--- config.mk ---
export PLATFORM = sky130hd
export DESIGN_NAME = sar_adc_control
export DESIGN_NICKNAME = d
export VERILOG_FILES = /design/src/sar_adc_pkg.sv /design/src/sar_adc_control.sv /design/src/tad_tick_gen.sv
export SDC_FILE = /design/constraint.sdc
export NUM_CORES = 1
export LEC_CHECK = 0
export ABC_CLOCK_PERIOD_IN_PS = 4700
export BUFFER_PORTS_ARGS = -buffer_cell sky130_fd_sc_hd__buf_4
export CORE_AREA = 2 2 99 101
export DETAILED_ROUTE_END_ITERATION = 10
export DIE_AREA = 0 0 101 103
export GPL_ROUTABILITY_DRIVEN = 0
export GPL_TIMING_DRIVEN = 1
export PLACE_DENSITY = 0.82
export SKIP_CTS_REPAIR_TIMING = 1
export SYNTH_ARGS = -nofsm -noshare
export SYNTH_HDL_FRONTEND = slang
export SYNTH_SLANG_ARGS = --single-unit
--- constraint.sdc ---
create_clock -name clock -period 4.7 [get_ports clock]
set_input_delay 0.94 -clock clock [delete_from_list [all_inputs] [get_ports clock]]
set_output_delay 0.94 -clock clock [all_outputs]
set_load 0.01 [all_outputs]
--- src/sar_adc_pkg.sv ---
// Package for the converter control: register map, fields, reset
// values, clock select codes and conversion timing.
// Assumes a 32-bit AHB-Lite register bus and one system clock.
package sar_adc_pkg;

  localparam int RESULT_BITS = 10;

  // Byte addresses on the register bus
  localparam logic [7:0] ADDR_CTRL0   = 8'h00;
  localparam logic [7:0] ADDR_CTRL1   = 8'h04;
  localparam logic [7:0] ADDR_RES_HI  = 8'h08;
  localparam logic [7:0] ADDR_RES_LO  = 8'h0C;
  localparam logic [7:0] ADDR_FLAG    = 8'h10;
  localparam logic [7:0] ADDR_IRQ_EN  = 8'h14;
  localparam logic [7:0] ADDR_CORE    = 8'h18;

  // converter_control_0 fields
  localparam int CTRL0_ON_BIT  = 0;
  localparam int CTRL0_GO_BIT  = 1;
  localparam int CTRL0_SEL_LSB = 2;
  localparam int SEL_W         = 5;
  // converter_control_1 fields
  localparam int CTRL1_PREF_LSB = 0;
  localparam int PREF_W         = 2;
  localparam int CTRL1_NREF_BIT = 2;
  localparam int CTRL1_CS_LSB   = 4;
  localparam int CS_W           = 3;
  localparam int CTRL1_JUST_BIT = 7;
  // Flag, enable and core interrupt control fields
  localparam int FLAG_DONE_BIT  = 0;
  localparam int IRQ_EN_BIT     = 0;
  localparam int CORE_PERIPHERAL_IRQ_ENABLE_BIT  = 6;
  localparam int CORE_GIE_BIT   = 7;

  localparam logic [7:0] CTRL0_RST = 8'h00;
  localparam logic [7:0] CTRL1_RST = 8'h00;
  localparam logic [7:0] RES_RST   = 8'h00;

  // Conversion clock select codes
  localparam logic [2:0] CS_DIV2  = 3'h0;
  localparam logic [2:0] CS_DIV4  = 3'h4;
  localparam logic [2:0] CS_DIV8  = 3'h1;
  localparam logic [2:0] CS_DIV16 = 3'h5;
  localparam logic [2:0] CS_DIV32 = 3'h2;
  localparam logic [2:0] CS_DIV64 = 3'h6;
  localparam logic [1:0] CS_RC_LOW = 2'h3;

  // Conversion timing in half bit periods: 11.5 periods = 23 halves
  localparam logic [4:0] CONV_LAST_HALF   = 5'h16;
  localparam logic [4:0] FIRST_DECIDE     = 5'h04;
  localparam logic [4:0] RC_START_HALVES  = 5'h02;
  localparam logic [RESULT_BITS-1:0] SAR_FIRST_MASK = 10'h200;

  typedef enum logic [1:0] {ST_IDLE, ST_WAIT, ST_CONV} conv_state_e;

  function automatic logic is_rc(input logic [2:0] sel);
    is_rc = (sel[1:0] == CS_RC_LOW);
  endfunction

endpackage

--- src/sar_adc_control.sv ---
// Control logic of a 10-bit successive-approximation converter with an
// AHB-Lite register slave, clock divider, flag and sleep wake-up.
// Assumes the analog comparator result is synchronous to clock.
//
// The register offsets and the AHB-Lite register port were left to the implementer.
`timescale 1ns/1ps
`default_nettype none
module sar_adc_control
  import sar_adc_pkg::*;
(
  input  wire logic        clock,
  input  wire logic        nrst,
  input  wire logic        hsel,
  input  wire logic [31:0] haddr,
  input  wire logic [1:0]  htrans,
  input  wire logic        hwrite,
  input  wire logic [2:0]  hsize,
  input  wire logic [31:0] hwdata,
  input  wire logic        hready,
  output logic             hreadyout,
  output logic [31:0]      hrdata,
  output logic             hresp,
  input  wire logic        compare_high,
  input  wire logic        rc_half_tick,
  input  wire logic        core_sleeping,
  output logic [SEL_W-1:0] input_select,
  output logic [PREF_W-1:0] upper_reference_select,
  output logic             lower_reference_select,
  output logic             converter_on,
  output logic             sample_connect,
  output logic [9:0]       sar_trial_code,
  output logic             conversion_done_flag,
  output logic             irq_request,
  output logic             wake_request,
  output logic             resume_next_instr,
  output logic             isr_branch
);

  // Bus slave state
  logic        wr_pend_reg;
  logic        rd_pend_reg;
  logic [7:0]  waddr_reg;
  logic        hreadyout_reg;
  logic [31:0] hrdata_reg;

  // Software registers
  logic             on_reg;
  logic [SEL_W-1:0] sel_reg;
  logic             just_reg;
  logic [CS_W-1:0]  cs_reg;
  logic             nref_reg;
  logic [PREF_W-1:0] pref_reg;
  logic             flag_reg;
  logic             flag_next;
  logic             irqen_reg;
  logic             gie_reg;
  logic             peripheral_irq_enable_reg;
  logic [7:0]       res_hi_reg;
  logic [7:0]       res_lo_reg;

  // Conversion state
  conv_state_e      state_reg;
  conv_state_e      state_next;
  logic [4:0]       half_reg;
  logic [4:0]       half_next;
  logic [9:0]       sar_reg;
  logic [9:0]       sar_next;
  logic [9:0]       mask_reg;
  logic [9:0]       mask_next;
  logic             pd_reg;
  logic             pd_next;

  // Wake sequence and outputs
  logic             wake_reg;
  logic             resume_reg;
  logic             isr_reg;
  logic             irq_reg;
  logic             on_out_reg;
  logic             sample_reg;

  // Right-justified: hi = 000000 r9 r8, lo = r7..r0.
  // Left-justified:  hi = r9..r2, lo = r1 r0 000000.
  function automatic logic [15:0] justify(input logic [9:0] r,
                                          input logic       right);
    if (right)
      justify = {6'h00, r[9:8], r[7:0]};
    else
      justify = {r[9:2], r[1:0], 6'h00};
  endfunction

  // Undecided bits copy the last decided bit; none decided gives zero
  function automatic logic [9:0] partial(input logic [9:0] s,
                                         input logic [9:0] m);
    logic [9:0] low;
    logic       last;
    low  = m | (m - 10'h001);
    last = |(s & {m[8:0], 1'b0});
    if (m == SAR_FIRST_MASK)
      partial = 10'h000;
    else
      partial = (s & ~low) | (last ? low : 10'h000);
  endfunction

  // Bus decode
  wire        addr_ok   = hsel && hready && htrans[1];
  wire        wr_fire   = wr_pend_reg && hready;
  wire        wr_ctrl0  = wr_fire && waddr_reg == ADDR_CTRL0;
  wire        wr_ctrl1  = wr_fire && waddr_reg == ADDR_CTRL1;
  wire        wr_flag   = wr_fire && waddr_reg == ADDR_FLAG;
  wire        wr_irqen  = wr_fire && waddr_reg == ADDR_IRQ_EN;
  wire        wr_core   = wr_fire && waddr_reg == ADDR_CORE;
  wire        busy      = state_reg != ST_IDLE;

  wire [7:0]  ctrl0_rd  = {1'b0, sel_reg, busy, on_reg};
  wire [7:0]  ctrl1_rd  = {just_reg, cs_reg, 1'b0, nref_reg, pref_reg};
  wire [7:0]  core_rd   = {gie_reg, peripheral_irq_enable_reg, 6'h00};

  wire [7:0]  rd_byte =
    (waddr_reg == ADDR_CTRL0)  ? ctrl0_rd :
    (waddr_reg == ADDR_CTRL1)  ? ctrl1_rd :
    (waddr_reg == ADDR_RES_HI) ? res_hi_reg :
    (waddr_reg == ADDR_RES_LO) ? res_lo_reg :
    (waddr_reg == ADDR_FLAG)   ? {7'h00, flag_reg} :
    (waddr_reg == ADDR_IRQ_EN) ? {7'h00, irqen_reg} :
    (waddr_reg == ADDR_CORE)   ? core_rd : 8'h00;

  // Conversion control
  wire        rc_sel      = is_rc(cs_reg);
  wire        sleep_block = core_sleeping && !rc_sel;
  wire        start       = wr_ctrl0 && hwdata[CTRL0_GO_BIT] && on_reg
                            && !busy && !sleep_block && !pd_reg;
  wire        sw_abort    = wr_ctrl0 && busy && !hwdata[CTRL0_GO_BIT];
  wire        off_abort   = wr_ctrl0 && busy && !hwdata[CTRL0_ON_BIT];
  wire        sleep_abort = busy && sleep_block;
  wire        half_tick;
  wire        conv_tick   = half_tick && state_reg == ST_CONV;
  wire        decide      = conv_tick && half_reg >= FIRST_DECIDE
                            && !half_reg[0];
  wire        finish      = conv_tick && half_reg == CONV_LAST_HALF;
  wire        done_evt    = finish && !sw_abort && !off_abort
                            && !sleep_abort;
  wire        part_load   = sw_abort && !off_abort && !sleep_abort;
  wire [9:0]  trial_keep  = compare_high ? sar_reg : (sar_reg & ~mask_reg);
  wire [9:0]  decided     = trial_keep | (mask_reg >> 1);
  wire [15:0] done_word   = justify(decided, just_reg);
  wire [15:0] part_word   = justify(partial(sar_reg, mask_reg),
                                    just_reg);

  tad_tick_gen #(
    .DIV_W (5)
  ) u_tick (
    .clock        (clock),
    .nrst         (nrst),
    .run          (busy),
    .clock_select (cs_reg),
    .rc_half_tick (rc_half_tick),
    .half_tick    (half_tick)
  );

  // Sequencer
  always_comb begin
    state_next = state_reg;
    half_next  = half_reg;
    sar_next   = sar_reg;
    mask_next  = mask_reg;
    case (state_reg)
      ST_IDLE: begin
        if (start) begin
          // RC clock waits one bit period so the core can go to sleep
          state_next = rc_sel ? ST_WAIT : ST_CONV;
          half_next  = 5'h00;
          sar_next   = SAR_FIRST_MASK;
          mask_next  = SAR_FIRST_MASK;
        end
      end
      ST_WAIT: begin
        if (half_tick) begin
          half_next = half_reg + 5'h01;
          if (half_reg == RC_START_HALVES - 5'h01) begin
            state_next = ST_CONV;
            half_next  = 5'h00;
          end
        end
      end
      ST_CONV: begin
        if (conv_tick)
          half_next = half_reg + 5'h01;
        if (decide) begin
          sar_next  = decided;
          mask_next = mask_reg >> 1;
        end
        if (finish)
          state_next = ST_IDLE;
      end
      default: begin
        state_next = ST_IDLE;
      end
    endcase
    if (sw_abort || off_abort || sleep_abort)
      state_next = ST_IDLE;
  end

  // Sticky done flag, set wins over a software clear
  always_comb begin
    flag_next = flag_reg;
    if (wr_flag)
      flag_next = hwdata[FLAG_DONE_BIT];
    if (done_evt)
      flag_next = 1'b1;
  end

  // Power-down in sleep: non-RC clock, or finished with irq disabled
  always_comb begin
    pd_next = pd_reg;
    if (!core_sleeping)
      pd_next = 1'b0;
    else if (sleep_block || (done_evt && !irqen_reg))
      pd_next = 1'b1;
  end

  // Bus slave: writes have no wait state, reads have one
  always_ff @(posedge clock or negedge nrst) begin
    if (!nrst) begin
      wr_pend_reg   <= 1'b0;
      rd_pend_reg   <= 1'b0;
      waddr_reg     <= 8'h00;
      hreadyout_reg <= 1'b1;
      hrdata_reg    <= 32'h0000_0000;
    end else begin
      if (addr_ok)
        waddr_reg <= haddr[7:0];
      wr_pend_reg   <= addr_ok && hwrite;
      rd_pend_reg   <= addr_ok && !hwrite;
      hreadyout_reg <= !(addr_ok && !hwrite);
      if (rd_pend_reg)
        hrdata_reg <= {24'h000000, rd_byte};
    end
  end

  // Software control registers
  always_ff @(posedge clock or negedge nrst) begin
    if (!nrst) begin
      on_reg    <= CTRL0_RST[CTRL0_ON_BIT];
      sel_reg   <= CTRL0_RST[CTRL0_SEL_LSB +: SEL_W];
      just_reg  <= CTRL1_RST[CTRL1_JUST_BIT];
      cs_reg    <= CTRL1_RST[CTRL1_CS_LSB +: CS_W];
      nref_reg  <= CTRL1_RST[CTRL1_NREF_BIT];
      pref_reg  <= CTRL1_RST[CTRL1_PREF_LSB +: PREF_W];
      irqen_reg <= 1'b0;
      gie_reg   <= 1'b0;
      peripheral_irq_enable_reg  <= 1'b0;
    end else begin
      if (wr_ctrl0) begin
        on_reg  <= hwdata[CTRL0_ON_BIT];
        sel_reg <= hwdata[CTRL0_SEL_LSB +: SEL_W];
      end
      if (wr_ctrl1) begin
        just_reg <= hwdata[CTRL1_JUST_BIT];
        cs_reg   <= hwdata[CTRL1_CS_LSB +: CS_W];
        nref_reg <= hwdata[CTRL1_NREF_BIT];
        pref_reg <= hwdata[CTRL1_PREF_LSB +: PREF_W];
      end
      if (wr_irqen)
        irqen_reg <= hwdata[IRQ_EN_BIT];
      if (wr_core) begin
        gie_reg  <= hwdata[CORE_GIE_BIT];
        peripheral_irq_enable_reg <= hwdata[CORE_PERIPHERAL_IRQ_ENABLE_BIT];
      end
    end
  end

  // Conversion datapath and result pair
  always_ff @(posedge clock or negedge nrst) begin
    if (!nrst) begin
      state_reg  <= ST_IDLE;
      half_reg   <= 5'h00;
      sar_reg    <= 10'h000;
      mask_reg   <= SAR_FIRST_MASK;
      res_hi_reg <= RES_RST;
      res_lo_reg <= RES_RST;
      flag_reg   <= 1'b0;
      pd_reg     <= 1'b0;
    end else begin
      state_reg <= state_next;
      half_reg  <= half_next;
      sar_reg   <= sar_next;
      mask_reg  <= mask_next;
      flag_reg  <= flag_next;
      pd_reg    <= pd_next;
      if (done_evt) begin
        res_hi_reg <= done_word[15:8];
        res_lo_reg <= done_word[7:0];
      end else if (part_load) begin
        res_hi_reg <= part_word[15:8];
        res_lo_reg <= part_word[7:0];
      end
    end
  end

  // Interrupt, wake and output registers
  always_ff @(posedge clock or negedge nrst) begin
    if (!nrst) begin
      irq_reg    <= 1'b0;
      wake_reg   <= 1'b0;
      resume_reg <= 1'b0;
      isr_reg    <= 1'b0;
      on_out_reg <= 1'b0;
      sample_reg <= 1'b0;
    end else begin
      irq_reg    <= flag_next && irqen_reg;
      wake_reg   <= done_evt && core_sleeping && irqen_reg;
      // Next instruction runs first, the branch decision follows
      resume_reg <= wake_reg;
      isr_reg    <= resume_reg && gie_reg && peripheral_irq_enable_reg;
      on_out_reg <= on_reg && !pd_next;
      sample_reg <= on_reg && !pd_next && state_next != ST_CONV;
    end
  end

  assign hreadyout              = hreadyout_reg;
  assign hrdata                 = hrdata_reg;
  assign hresp                  = 1'b0;
  assign input_select           = sel_reg;
  assign upper_reference_select = pref_reg;
  assign lower_reference_select = nref_reg;
  assign converter_on           = on_out_reg;
  assign sample_connect         = sample_reg;
  assign sar_trial_code         = sar_reg;
  assign conversion_done_flag   = flag_reg;
  assign irq_request            = irq_reg;
  assign wake_request           = wake_reg;
  assign resume_next_instr      = resume_reg;
  assign isr_branch             = isr_reg;

  // hsize is accepted but ignored: every access is taken as a word
  wire unused_ok = &{1'b0, hsize};

endmodule
`default_nettype wire

--- src/tad_tick_gen.sv ---
// Half bit period tick generator for the converter.
// Assumes rc_half_tick is a one-cycle pulse synchronous to clock,
// one pulse per half period of the dedicated RC oscillator.
`timescale 1ns/1ps
`default_nettype none
module tad_tick_gen
  import sar_adc_pkg::*;
#(
  parameter int DIV_W = 5
) (
  input  wire logic          clock,
  input  wire logic          nrst,
  input  wire logic          run,
  input  wire logic [CS_W-1:0] clock_select,
  input  wire logic          rc_half_tick,
  output logic               half_tick
);

  logic [DIV_W-1:0] cnt_reg;
  logic [DIV_W-1:0] cnt_next;
  logic             tick_reg;
  logic             tick_next;
  logic [DIV_W-1:0] limit;
  logic             rc_sel;

  // Half period minus one, in system clocks
  function automatic logic [DIV_W-1:0] half_limit(input logic [2:0] s);
    case (s)
      CS_DIV2:  half_limit = DIV_W'(0);
      CS_DIV4:  half_limit = DIV_W'(1);
      CS_DIV8:  half_limit = DIV_W'(3);
      CS_DIV16: half_limit = DIV_W'(7);
      CS_DIV32: half_limit = DIV_W'(15);
      CS_DIV64: half_limit = DIV_W'(31);
      default:  half_limit = DIV_W'(0);
    endcase
  endfunction

  // Divider codes derive from clock, so their period tracks any clock change; RC codes follow rc_half_tick
  assign limit    = half_limit(clock_select);
  assign rc_sel   = is_rc(clock_select);
  assign cnt_next = (!run || cnt_reg == limit) ? '0 : cnt_reg + 1'b1;
  assign tick_next = run && (rc_sel ? rc_half_tick : cnt_reg == limit);
  assign half_tick = tick_reg;

  always_ff @(posedge clock or negedge nrst) begin
    if (!nrst) begin
      cnt_reg  <= '0;
      tick_reg <= 1'b0;
    end else begin
      cnt_reg  <= cnt_next;
      tick_reg <= tick_next;
    end
  end

endmodule
`default_nettype wire

==> Yosys cells after proc, flatten, opt, wreduce, memory -nomap -nowiden <==
Cells that the tools add are included.
{ "op_classes": {"addsub": 3, "n_lt_le_gt_ge": 1, "eq_ne": 23, "mux": 40, "bitwise_logic": 8, "reduce_logical": 65} }
{ "op_table": {"columns": ["operator", "n"], "rows": [
  ["2-to-1 mux 8 bit", 11],
  ["2-to-1 mux 10 bit", 6],
  ["one-hot mux 10 bit (2 select lines)", 2],
  ["logical AND 1 bit", 38],
  ["2-to-1 mux 16 bit", 2],
  ["bitwise AND 10 bit", 3],
  ["2-to-1 mux 5 bit", 5],
  ["one-hot mux 5 bit (5 select lines)", 1],
  ["equality test 8 x 5 -> 1 bit, second input constant", 3],
  ["inverter 10 bit", 2],
  ["OR 10 bit", 2],
  ["equality test 8 x 4 -> 1 bit, second input constant", 2],
  ["one-hot mux 5 bit (3 select lines)", 1],
  ["zero test 1 bit", 14],
  ["2-to-1 mux 2 bit", 6],
  ["adder 5 x 1 -> 5 bit, second input constant", 2],
  ["equality test 10 bit, second input constant", 1],
  ["OR 10 x 9 -> 10 bit", 1],
  ["OR reduction 10 bit", 1],
  ["subtractor 10 x 1 -> 10 bit, second input constant", 1],
  ["equality test 3 bit, second input constant", 3],
  ["equality test 8 x 3 -> 1 bit, second input constant", 1],
  ["zero test 8 bit", 1],
  ["!= test 2 bit, second input constant", 4],
  ["17 further kinds", 27]
]} }
{ "totals": {"regBits": 92, "in_bits": 77} }

==> Depth between registers and ports, before layout <==
Gate-level depths: netlist (run 1).
{ "logic_depth": {"depth_word": 15, "depth_mapped": 10} }

==> Modules after synthesis <==
Synthesis (run 1) repeated with hierarchy kept, for this count alone.
{ "unflattened": {"cells_unflattened": 522, "hier_area_um2": 5047.3} }
{ "modules_own_cells": {"columns": ["mod", "n_inst", "cells_per_inst", "area_each_um2", "seq_area_each_um2"], "rows": [
  ["sar_adc_control", 1, 476, 4629.4, 2154.6],
  ["tad_tick_gen", 1, 46, 417.9, 150.1]
]} }

==> Worst setup path before layout (run 1) <==
Ideal clock, no wire load.
{ "synth_timing": {"path_kind": "input-to-reg", "start": "in hready", "end": "reg sample_reg, in the netlist sample_connect", "setup_ps": 82, "arrival_time_ps": 2266, "t_required_ps": 4618, "slack_ps": 2352, "stages": 6, "n_path_buf": 1, "cell_sequence": "and2_1 > buf_1 > nand3_2 > and3_1 > o31a_1 > a31oi_1"} }
{ "synth_rtl": {"columns": ["item", "line_no", "text"], "rows": [
  ["start: declaration", "sar_adc_control.sv:19", "input wire logic hready,"],
  ["logical AND 1 bit (*)", "sar_adc_control.sv:106", "wire wr_fire = wr_pend_reg && hready;"],
  ["logical AND 1 bit (*)", "sar_adc_control.sv:107", "wire wr_ctrl0 = wr_fire && waddr_reg == ADDR_CTRL0;"],
  ["logical AND 1 bit (2 in series)", "sar_adc_control.sv:130", "wire start = wr_ctrl0 && hwdata[CTRL0_GO_BIT] && on_reg"],
  ["logical AND 1 bit (3 in series)", "sar_adc_control.sv:131", "&& !busy && !sleep_block && !pd_reg;"],
  ["2-to-1 mux 2 bit", "sar_adc_control.sv:168", "if (start) begin"],
  ["one-hot mux 2 bit (3 select lines)", "sar_adc_control.sv:166", "case (state_reg)"],
  ["2-to-1 mux 2 bit (*)", "sar_adc_control.sv:199", "if (sw_abort || off_abort || sleep_abort)"],
  ["named net state_next[1]", "sar_adc_control.sv:63", "conv_state_e state_next;"],
  ["!= test 2 bit (*)", "sar_adc_control.sv:316", "sample_reg <= on_reg && !pd_next && state_next != ST_CONV;"],
  ["logical AND 1 bit (*)", "sar_adc_control.sv:316", null],
  ["end signal: assignment", "sar_adc_control.sv:308", "sample_reg <= 1'b0;"],
  ["end signal: assignment", "sar_adc_control.sv:316", null],
  ["end: declaration", "sar_adc_control.sv:79", "logic sample_reg;"]
]} }
The timed path passes the listed nets; every way through them passes the cells marked *.
A chain may end at the register's enable or synchronous reset.

==> Final worst setup path (run 1) <==
{ "layout_timing": {"start": "reg state_reg[1]", "end": "reg sar_reg[4], in the netlist sar_trial_code[4]"} }
{ "layout_via": {"elab_chain_cells": 7} }
{ "layout_lines": {"columns": ["item", "line_no", "text"], "rows": [
  ["start: declaration", "sar_adc_control.sv:62", "conv_state_e state_reg;"],
  ["start signal: assignment", "sar_adc_control.sv:284", "state_reg <= state_next;"],
  ["nonzero test 2 bit", "sar_adc_control.sv:112", "wire busy = state_reg != ST_IDLE;"],
  ["zero test 1 bit", "sar_adc_control.sv:131", null],
  ["logical AND 1 bit (3 in series)", "sar_adc_control.sv:131", null],
  ["!= test 2 bit (no line)", null, null],
  ["AND reduction 3 bit (no line)", null, null],
  ["end signal: assignment", "sar_adc_control.sv:286", "sar_reg <= sar_next;"],
  ["end: declaration", "sar_adc_control.sv:66", "logic [9:0] sar_reg;"]
]} }
Several ways; a longest one is shown, not always the timed one.

==> out/metrics.cfg, run 1 <==
[detailed_routing]
num_vias = 4361
wl_per_cell_um = 18.4
viasPerCell = 6.37
initialDrtViolationCount = 340
dr.pass1.iters = 5
drc_errors = 0
drtAntennaViolNets = 0
wl_mm = 12.6

[floorplan]
core_area_um2 = 9460
die_area_um2 = 10400
row_count = 36
die_w_um = 101
boundaryPins = 136
die_y_um = 103
initial_core_util_pct = 55.4

[sta]
setup_violations = 0
clock.fmax_ghz = 0.329
fin_crit_ps = 3040
slew_violations = 0
hold_violations = 0
skew_ps = 10.8
period_share_pct = 64.7
worst_slew_pin_slew_ps = 1370
tns_ps = 0
rsz0062_at_grt = no
slew-limit-headroom_pct = 8.94

[critical_path]
reg2reg_from = state_reg[1]$_DFF_PN0_
endpoint_kind = flip-flop
critPathArrivalTime_ps = 3350
start_kind = flip-flop
slowest_delay_ps = 730
critical_path_class = reg -> reg
crit_top_cell = nor2_1
cp_slowest_cell = nor2_1
cp.required_ps = 5010
r2r_slack_ps = 1660
r2r_cells = 7
path_cells = inv_1 > ha_1 > nand4b_1 > nor2_1 > a32oi_2 > nor2_1 > a221o_1
crit_fanout = 19
r2r-end = sar_trial_code[4]$_DFFE_PN0P_

[clock_network]
numCtsBuffers = 9
clockBufferDepth = 2
cts_htree_levels = 3
cts_tree = yes
cts.sinks = 92
clk_pin_slew_ps = 100
insertion_delay_ps = 370
clock-root-buffer = clkbuf_8

[pwr]
p_switching_w = 0.000591
p_leak_nw = 2.61
vdd.ir_drop.worst_v = 0.000149
powerDensity_nw_per_um2 = 307
p_int_w = 0.00118
seq_power_share_pct = 51.2
combinationalPowerShare_pct = 19.9
clockPowerShare_pct = 28.9
p_sw_share_pct = 33.4

[place]
hpwl_mm = 8.97
dpl-instance-area_um2 = 5580
portBuffers = 58

[logic_synthesis]
yosysWarnings = 0
async_reset_ff_share_pct = 100
syn_area_um2 = 5240
synth_compound_area_share_pct = 21.5
synth-xor-area-share_pct = 0.835
ys_ff_latch = 92
syn_inst = 529
synth_cell_types = 78
synth_edf_count = 0
syn_avg_cell_area_um2 = 9.91
synthFlopType = dfrtp_1
synthSimpleGateAreaFrac_pct = 16.4
synth_top_family_by_area = compound AO/OA/AOI/OAI gates
ys_seq_area_share_pct = 44.0
synth_fa_ha_area_share_pct = 2.15
synth_mux_area_share_pct = 7.09

[min_path]
hp-start = wake_request$_DFF_PN0_
min_to = resume_next_instr$_DFF_PN0_
hold_depth = 0
min_path_type = reg -> reg

[grt]
grt_max_degree = 49
grt.total_usage_pct = 25.1
antenna_found_initial = 0
grt_pass1_vias = 4022
grt_pass1_wl_mm = 20.4
overflow = 0

[finish]
syn_to_final_growth_pct = 9.95
final_cell_mix = dfrtp_1, buf_4, nand2_1, nor2_1, conb_1
stdcell_area_um2 = 5760
nNetsFinal = 652
drive_above_1_share_pct = 20.0
final_common_cell = dfrtp_1
diodes = 0

[run_status]
status = complete, no violations

[job]
maxCapViolCount = 0

layer usage:
metal | up-vias | part of all wire (%) | global-route usage (%)
li1 | 1996 | - | -
met1 | 2158 | 42 | 34.4
met2 | 184 | 49 | 39.9
met3 | 23 | 6.9 | 3.86
met4 | 0 | 2.1 | 11.2
met5 | - | 0 | 0
power groups by stage:
| stage | logic, W | clock network, W | registers, W |
|---|---|---|---|
| detailed placement | 0.000351 | 0 | 0.000920 |
| global route | 0.000396 | 0.000553 | 0.000912 |
| global placement | 0.000334 | 0 | 0.000916 |
| floorplan | 0.000278 | 0 | 0.000899 |
| CTS | 0.000351 | 0.000520 | 0.000905 |
| finish | 0.000352 | 0.000510 | 0.000906 |
synthesized netlist by cell type (3+ instances only):
cell / count / area [µm²]
o21ai_0: 14 / 70.1
o21ai_1: 12 / 60.1
dfrtp_1: 90 / 2250
and3_1: 8 / 50.1
a22o_1: 11 / 96.3
nand3_1: 14 / 70.1
ha_1: 9 / 113
nand2_2: 3 / 18.8
nor3_1: 20 / 100
clkbuf_1: 21 / 78.8
nand2_1: 34 / 128
a22oi_1: 4 / 30.0
a222oi_1: 9 / 90.1
nor4b_1: 3 / 26.3
nand2b_1: 15 / 93.8
a211o_1: 3 / 26.3
a21o_1: 6 / 45.0
o2111ai_1: 3 / 26.3
o2bb2ai_1: 6 / 52.6
mux2_2: 18 / 203
a31oi_1: 18 / 113
a221oi_1: 3 / 26.3
a211oi_1: 9 / 67.6
buf_2: 7 / 35.0
buf_4: 25 / 188
buf_6: 3 / 33.8
inv_1: 19 / 71.3
xnor2_1: 3 / 26.3
nand4_1: 4 / 25.0
o211ai_1: 4 / 30.0
o22ai_1: 4 / 25.0
mux2i_1: 9 / 90.1
nor2_1: 28 / 105
a21oi_1: 22 / 110
and2_1: 4 / 25.0
mux2_1: 7 / 78.8
area by class of cell:
class / instances / area [µm²]
Sequential cell: 92 / 2300
Tap cell: 114 / 143
Clock inverter: 7 / 57.6
Clock buffer: 9 / 124
Inverter: 20 / 75.1
Timing Repair Buffer: 60 / 450
Multi-Input combinational cell: 383 / 2610
Fill cell: 783 / 3690
logic make-up after synthesis:
group / count (synthesis)
simple gates: 156
compound gates: 154
flops: 92
buf+inv: 78
mux: 34
fa+ha+maj: 9
xor+xnor: 5
other cells: 1
stage by stage:
stage	hold WS [ps]	setup WS [ps]	utilization (%)	std cells	power (W)
after floorplan	416	2350	-	553	0.00118
after global placement	375	1760	59.0	669	0.00125
after detailed placement	379	1670	59.0	669	0.00127
after CTS	401	1710	60.9	685	0.00178
after global routing	406	1440	60.9	685	0.00186
final	396	1660	60.9	685	0.00177
worst max path at each step:
stage | from | end | slack, ps | depth (start not counted)
floorplan | hready | sample_connect$_DFF_PN0_ | 2350 | 6
global placement | hready | res_lo_reg[5]$_DFFE_PN0P_ | 1760 | 6
detailed placement | hready | res_lo_reg[5]$_DFFE_PN0P_ | 1670 | 6
CTS | state_reg[1]$_DFF_PN0_ | sar_trial_code[4]$_DFFE_PN0P_ | 1710 | 7
global route | state_reg[1]$_DFF_PN0_ | sar_trial_code[4]$_DFFE_PN0P_ | 1440 | 7
finish | state_reg[1]$_DFF_PN0_ | sar_trial_code[4]$_DFFE_PN0P_ | 1660 | 7
critical path: cells and delay by family, from the launching register on:
kind | cells | cell delay [ps]
simple gates | 3 | 1300
flops | 1 | 450
fa+ha+maj | 1 | 600
compound gates | 2 | 540
buf+inv | 1 | 100
Note: power is estimated with default switching activity, not from simulation.
==> run 2, diff against run 1 <==
- ABC_CLOCK_PERIOD_IN_PS: 4700 -> 2550
- CORE_AREA: 2 2 99 101 -> 2 2 108 110
- DIE_AREA: 0 0 101 103 -> 0 0 110 112
- PLACE_DENSITY: 0.82 -> 0.73
- clock period: 4.7 -> 2.55 ns (I/O delays scaled with it)
==> run 2 against run 1 <==
Against the previous run:
- final cell count is 7.2% higher
- hold slack worse by 230 ps
- sequential share of layout area is 2.1 points lower
- largest power group unchanged
- highest routed layer unchanged
==> out/metrics.cfg, run 2 (synthesis gave the netlist of run 1 again) <==
[run_status]
status = complete, no violations

[pwr]
p_leak_nw = 2.77  ; +5.9%
powerDensity_nw_per_um2 = 602  ; +96%
vdd.ir_drop.worst_v = 0.000349  ; +130%

[clock_network]
clk_pin_slew_ps = 70  ; -30 ps
clock-root-buffer = clkbuf_16
cts_htree_levels = 3  ; unchanged
cts_tree = yes
insertion_delay_ps = 340  ; -30 ps
numCtsBuffers = 9  ; unchanged
clockBufferDepth = 2  ; unchanged
cts.sinks = 92  ; unchanged

[detailed_routing]
drc_errors = 0  ; unchanged
num_vias = 4379  ; +0.41%
wl_mm = 12.7  ; +0.90%
dr.pass1.iters = 5  ; unchanged
initialDrtViolationCount = 369  ; +8.5%
viasPerCell = 5.97  ; -6.3%
drtAntennaViolNets = 0  ; unchanged
wl_per_cell_um = 17.3  ; -5.8%

[finish]
final_common_cell = dfrtp_1
diodes = 0  ; unchanged
stdcell_area_um2 = 6080  ; +5.5%
drive_above_1_share_pct = 22.8  ; +2.9 points
nNetsFinal = 672  ; +3.1%
syn_to_final_growth_pct = 16.0
final_util_pct = 54.4  ; -6.5 points
final_cell_mix = dfrtp_1, buf_4, nand2_1, nor2_1, conb_1

[sta]
slew_violations = 0  ; unchanged
slew-limit-headroom_pct = 60.0  ; +51 points
tns_ps = 0  ; unchanged
fin_crit_ps = 2350  ; -696 ps
hold_violations = 0  ; unchanged
skew_ps = 5.74  ; -5.09 ps
clock.fmax_ghz = 0.426  ; +30%
period_share_pct = 92.0  ; +27 points
worst_slew_pin_slew_ps = 594  ; -772 ps
setup_violations = 0  ; unchanged
rsz0062_at_grt = no

[place]
hpwl_mm = 9.36  ; +4.3%
portBuffers = 58  ; unchanged
dpl-instance-area_um2 = 5790  ; +3.8%

[floorplan]
row_count = 39  ; +8.3%
die_y_um = 112  ; +8.7%
die_w_um = 110  ; +8.9%
core_area_um2 = 11200  ; +18%
die_area_um2 = 12300  ; +18%
initial_core_util_pct = 46.9  ; -8.5 points
boundaryPins = 136  ; unchanged

[critical_path]
cp.required_ps = 2780  ; -2230 ps
crit_fanout = 18  ; -1
start_kind = flip-flop
cp_slowest_cell = nor4_4
endpoint_kind = flip-flop
path_cells = nor4_4 > and2_1 > a32oi_2 > a21o_1 > a221o_1
critPathArrivalTime_ps = 2580  ; -770 ps
critical_path_class = reg -> reg
slowest_delay_ps = 540  ; -190 ps

[min_path]
min_path_type = in -> async

[grt]
overflow = 0  ; unchanged
antenna_found_initial = 0  ; unchanged
grt_pass1_vias = 4051  ; +0.72%
grt_pass1_wl_mm = 21.1  ; +3.3%
grt_max_degree = 48  ; -2.0%
grt.total_usage_pct = 21.6  ; -3.5 points

[job]
maxCapViolCount = 0  ; unchanged

==> run 2: area by class of cell <==
class | instances | area (µm²)
flip-flops and latches | 92 | 2300
well taps | 143 | 179
fillers | 973 | 5090
repair buffers | 80 | 626
multi-input cells | 383 | 2610
clock buffers | 9 | 225
inverters | 20 | 75.1
clock inverters | 7 | 58.8
==> run 2: path summary, 6_finish.rpt <==
check,to,cells past startpoint,startpoint,slack (ps)
worst max register to register,sar_trial_code[5]$_DFFE_PN0P_,5,waddr_reg[1]$_DFFE_PN0P_,200
min in group clock,cs_reg[1]$_DFFE_PN0P_,2,hwdata[5],390
worst max-delay path,sar_trial_code[5]$_DFFE_PN0P_,5,waddr_reg[1]$_DFFE_PN0P_,200
worst min register to register,resume_next_instr$_DFF_PN0_,0,wake_request$_DFF_PN0_,400
worst min-delay path,peripheral_irq_enable_reg$_DFFE_PN0P_,1,nrst,170
max in group asynchronous,hreadyout$_DFF_PN1_,2,nrst,1670
==> run 2: report_power, final <==
| group | switching, W | internal [W] | leakage (nW) |
|---|---|---|---|
| clock network | 0.000611 | 0.000677 | 0.138 |
| registers | 0.000114 | 0.00155 | 1.23 |
| logic | 0.000416 | 0.000292 | 1.40 |
| total | 0.00114 | 0.00252 | 2.77 |
==> run 2: metal layers <==
metal | part of all wire (%) | vias to the layer above | track usage, %
met5 | 0 | - | 0
met4 | 1.6 | 0 | 6.08
met3 | 6.3 | 21 | 4.04
met2 | 47 | 173 | 32.4
met1 | 45 | 2150 | 31.9
li1 | - | 2035 | -
==> run 2: critical path: cells and delay by family (launching register included) <==
kind               cells  cell delay (ps)
DFF                    1              450
and+or+nand+nor        2              840
AOI/OAI and AO/OA      3              930
==> run 2: metrics by stage <==
step,power (W),hold WS (ps),cells,setup slack (ps)
3_3_place_gp,0.00235,380,718,284
3_5_place_dp,0.00239,380,718,241
6_report,0.00366,171,734,204
2_1_floorplan,0.00217,214,553,515
5_1_grt,0.00384,221,734,68.0
4_1_cts,0.00366,192,734,220
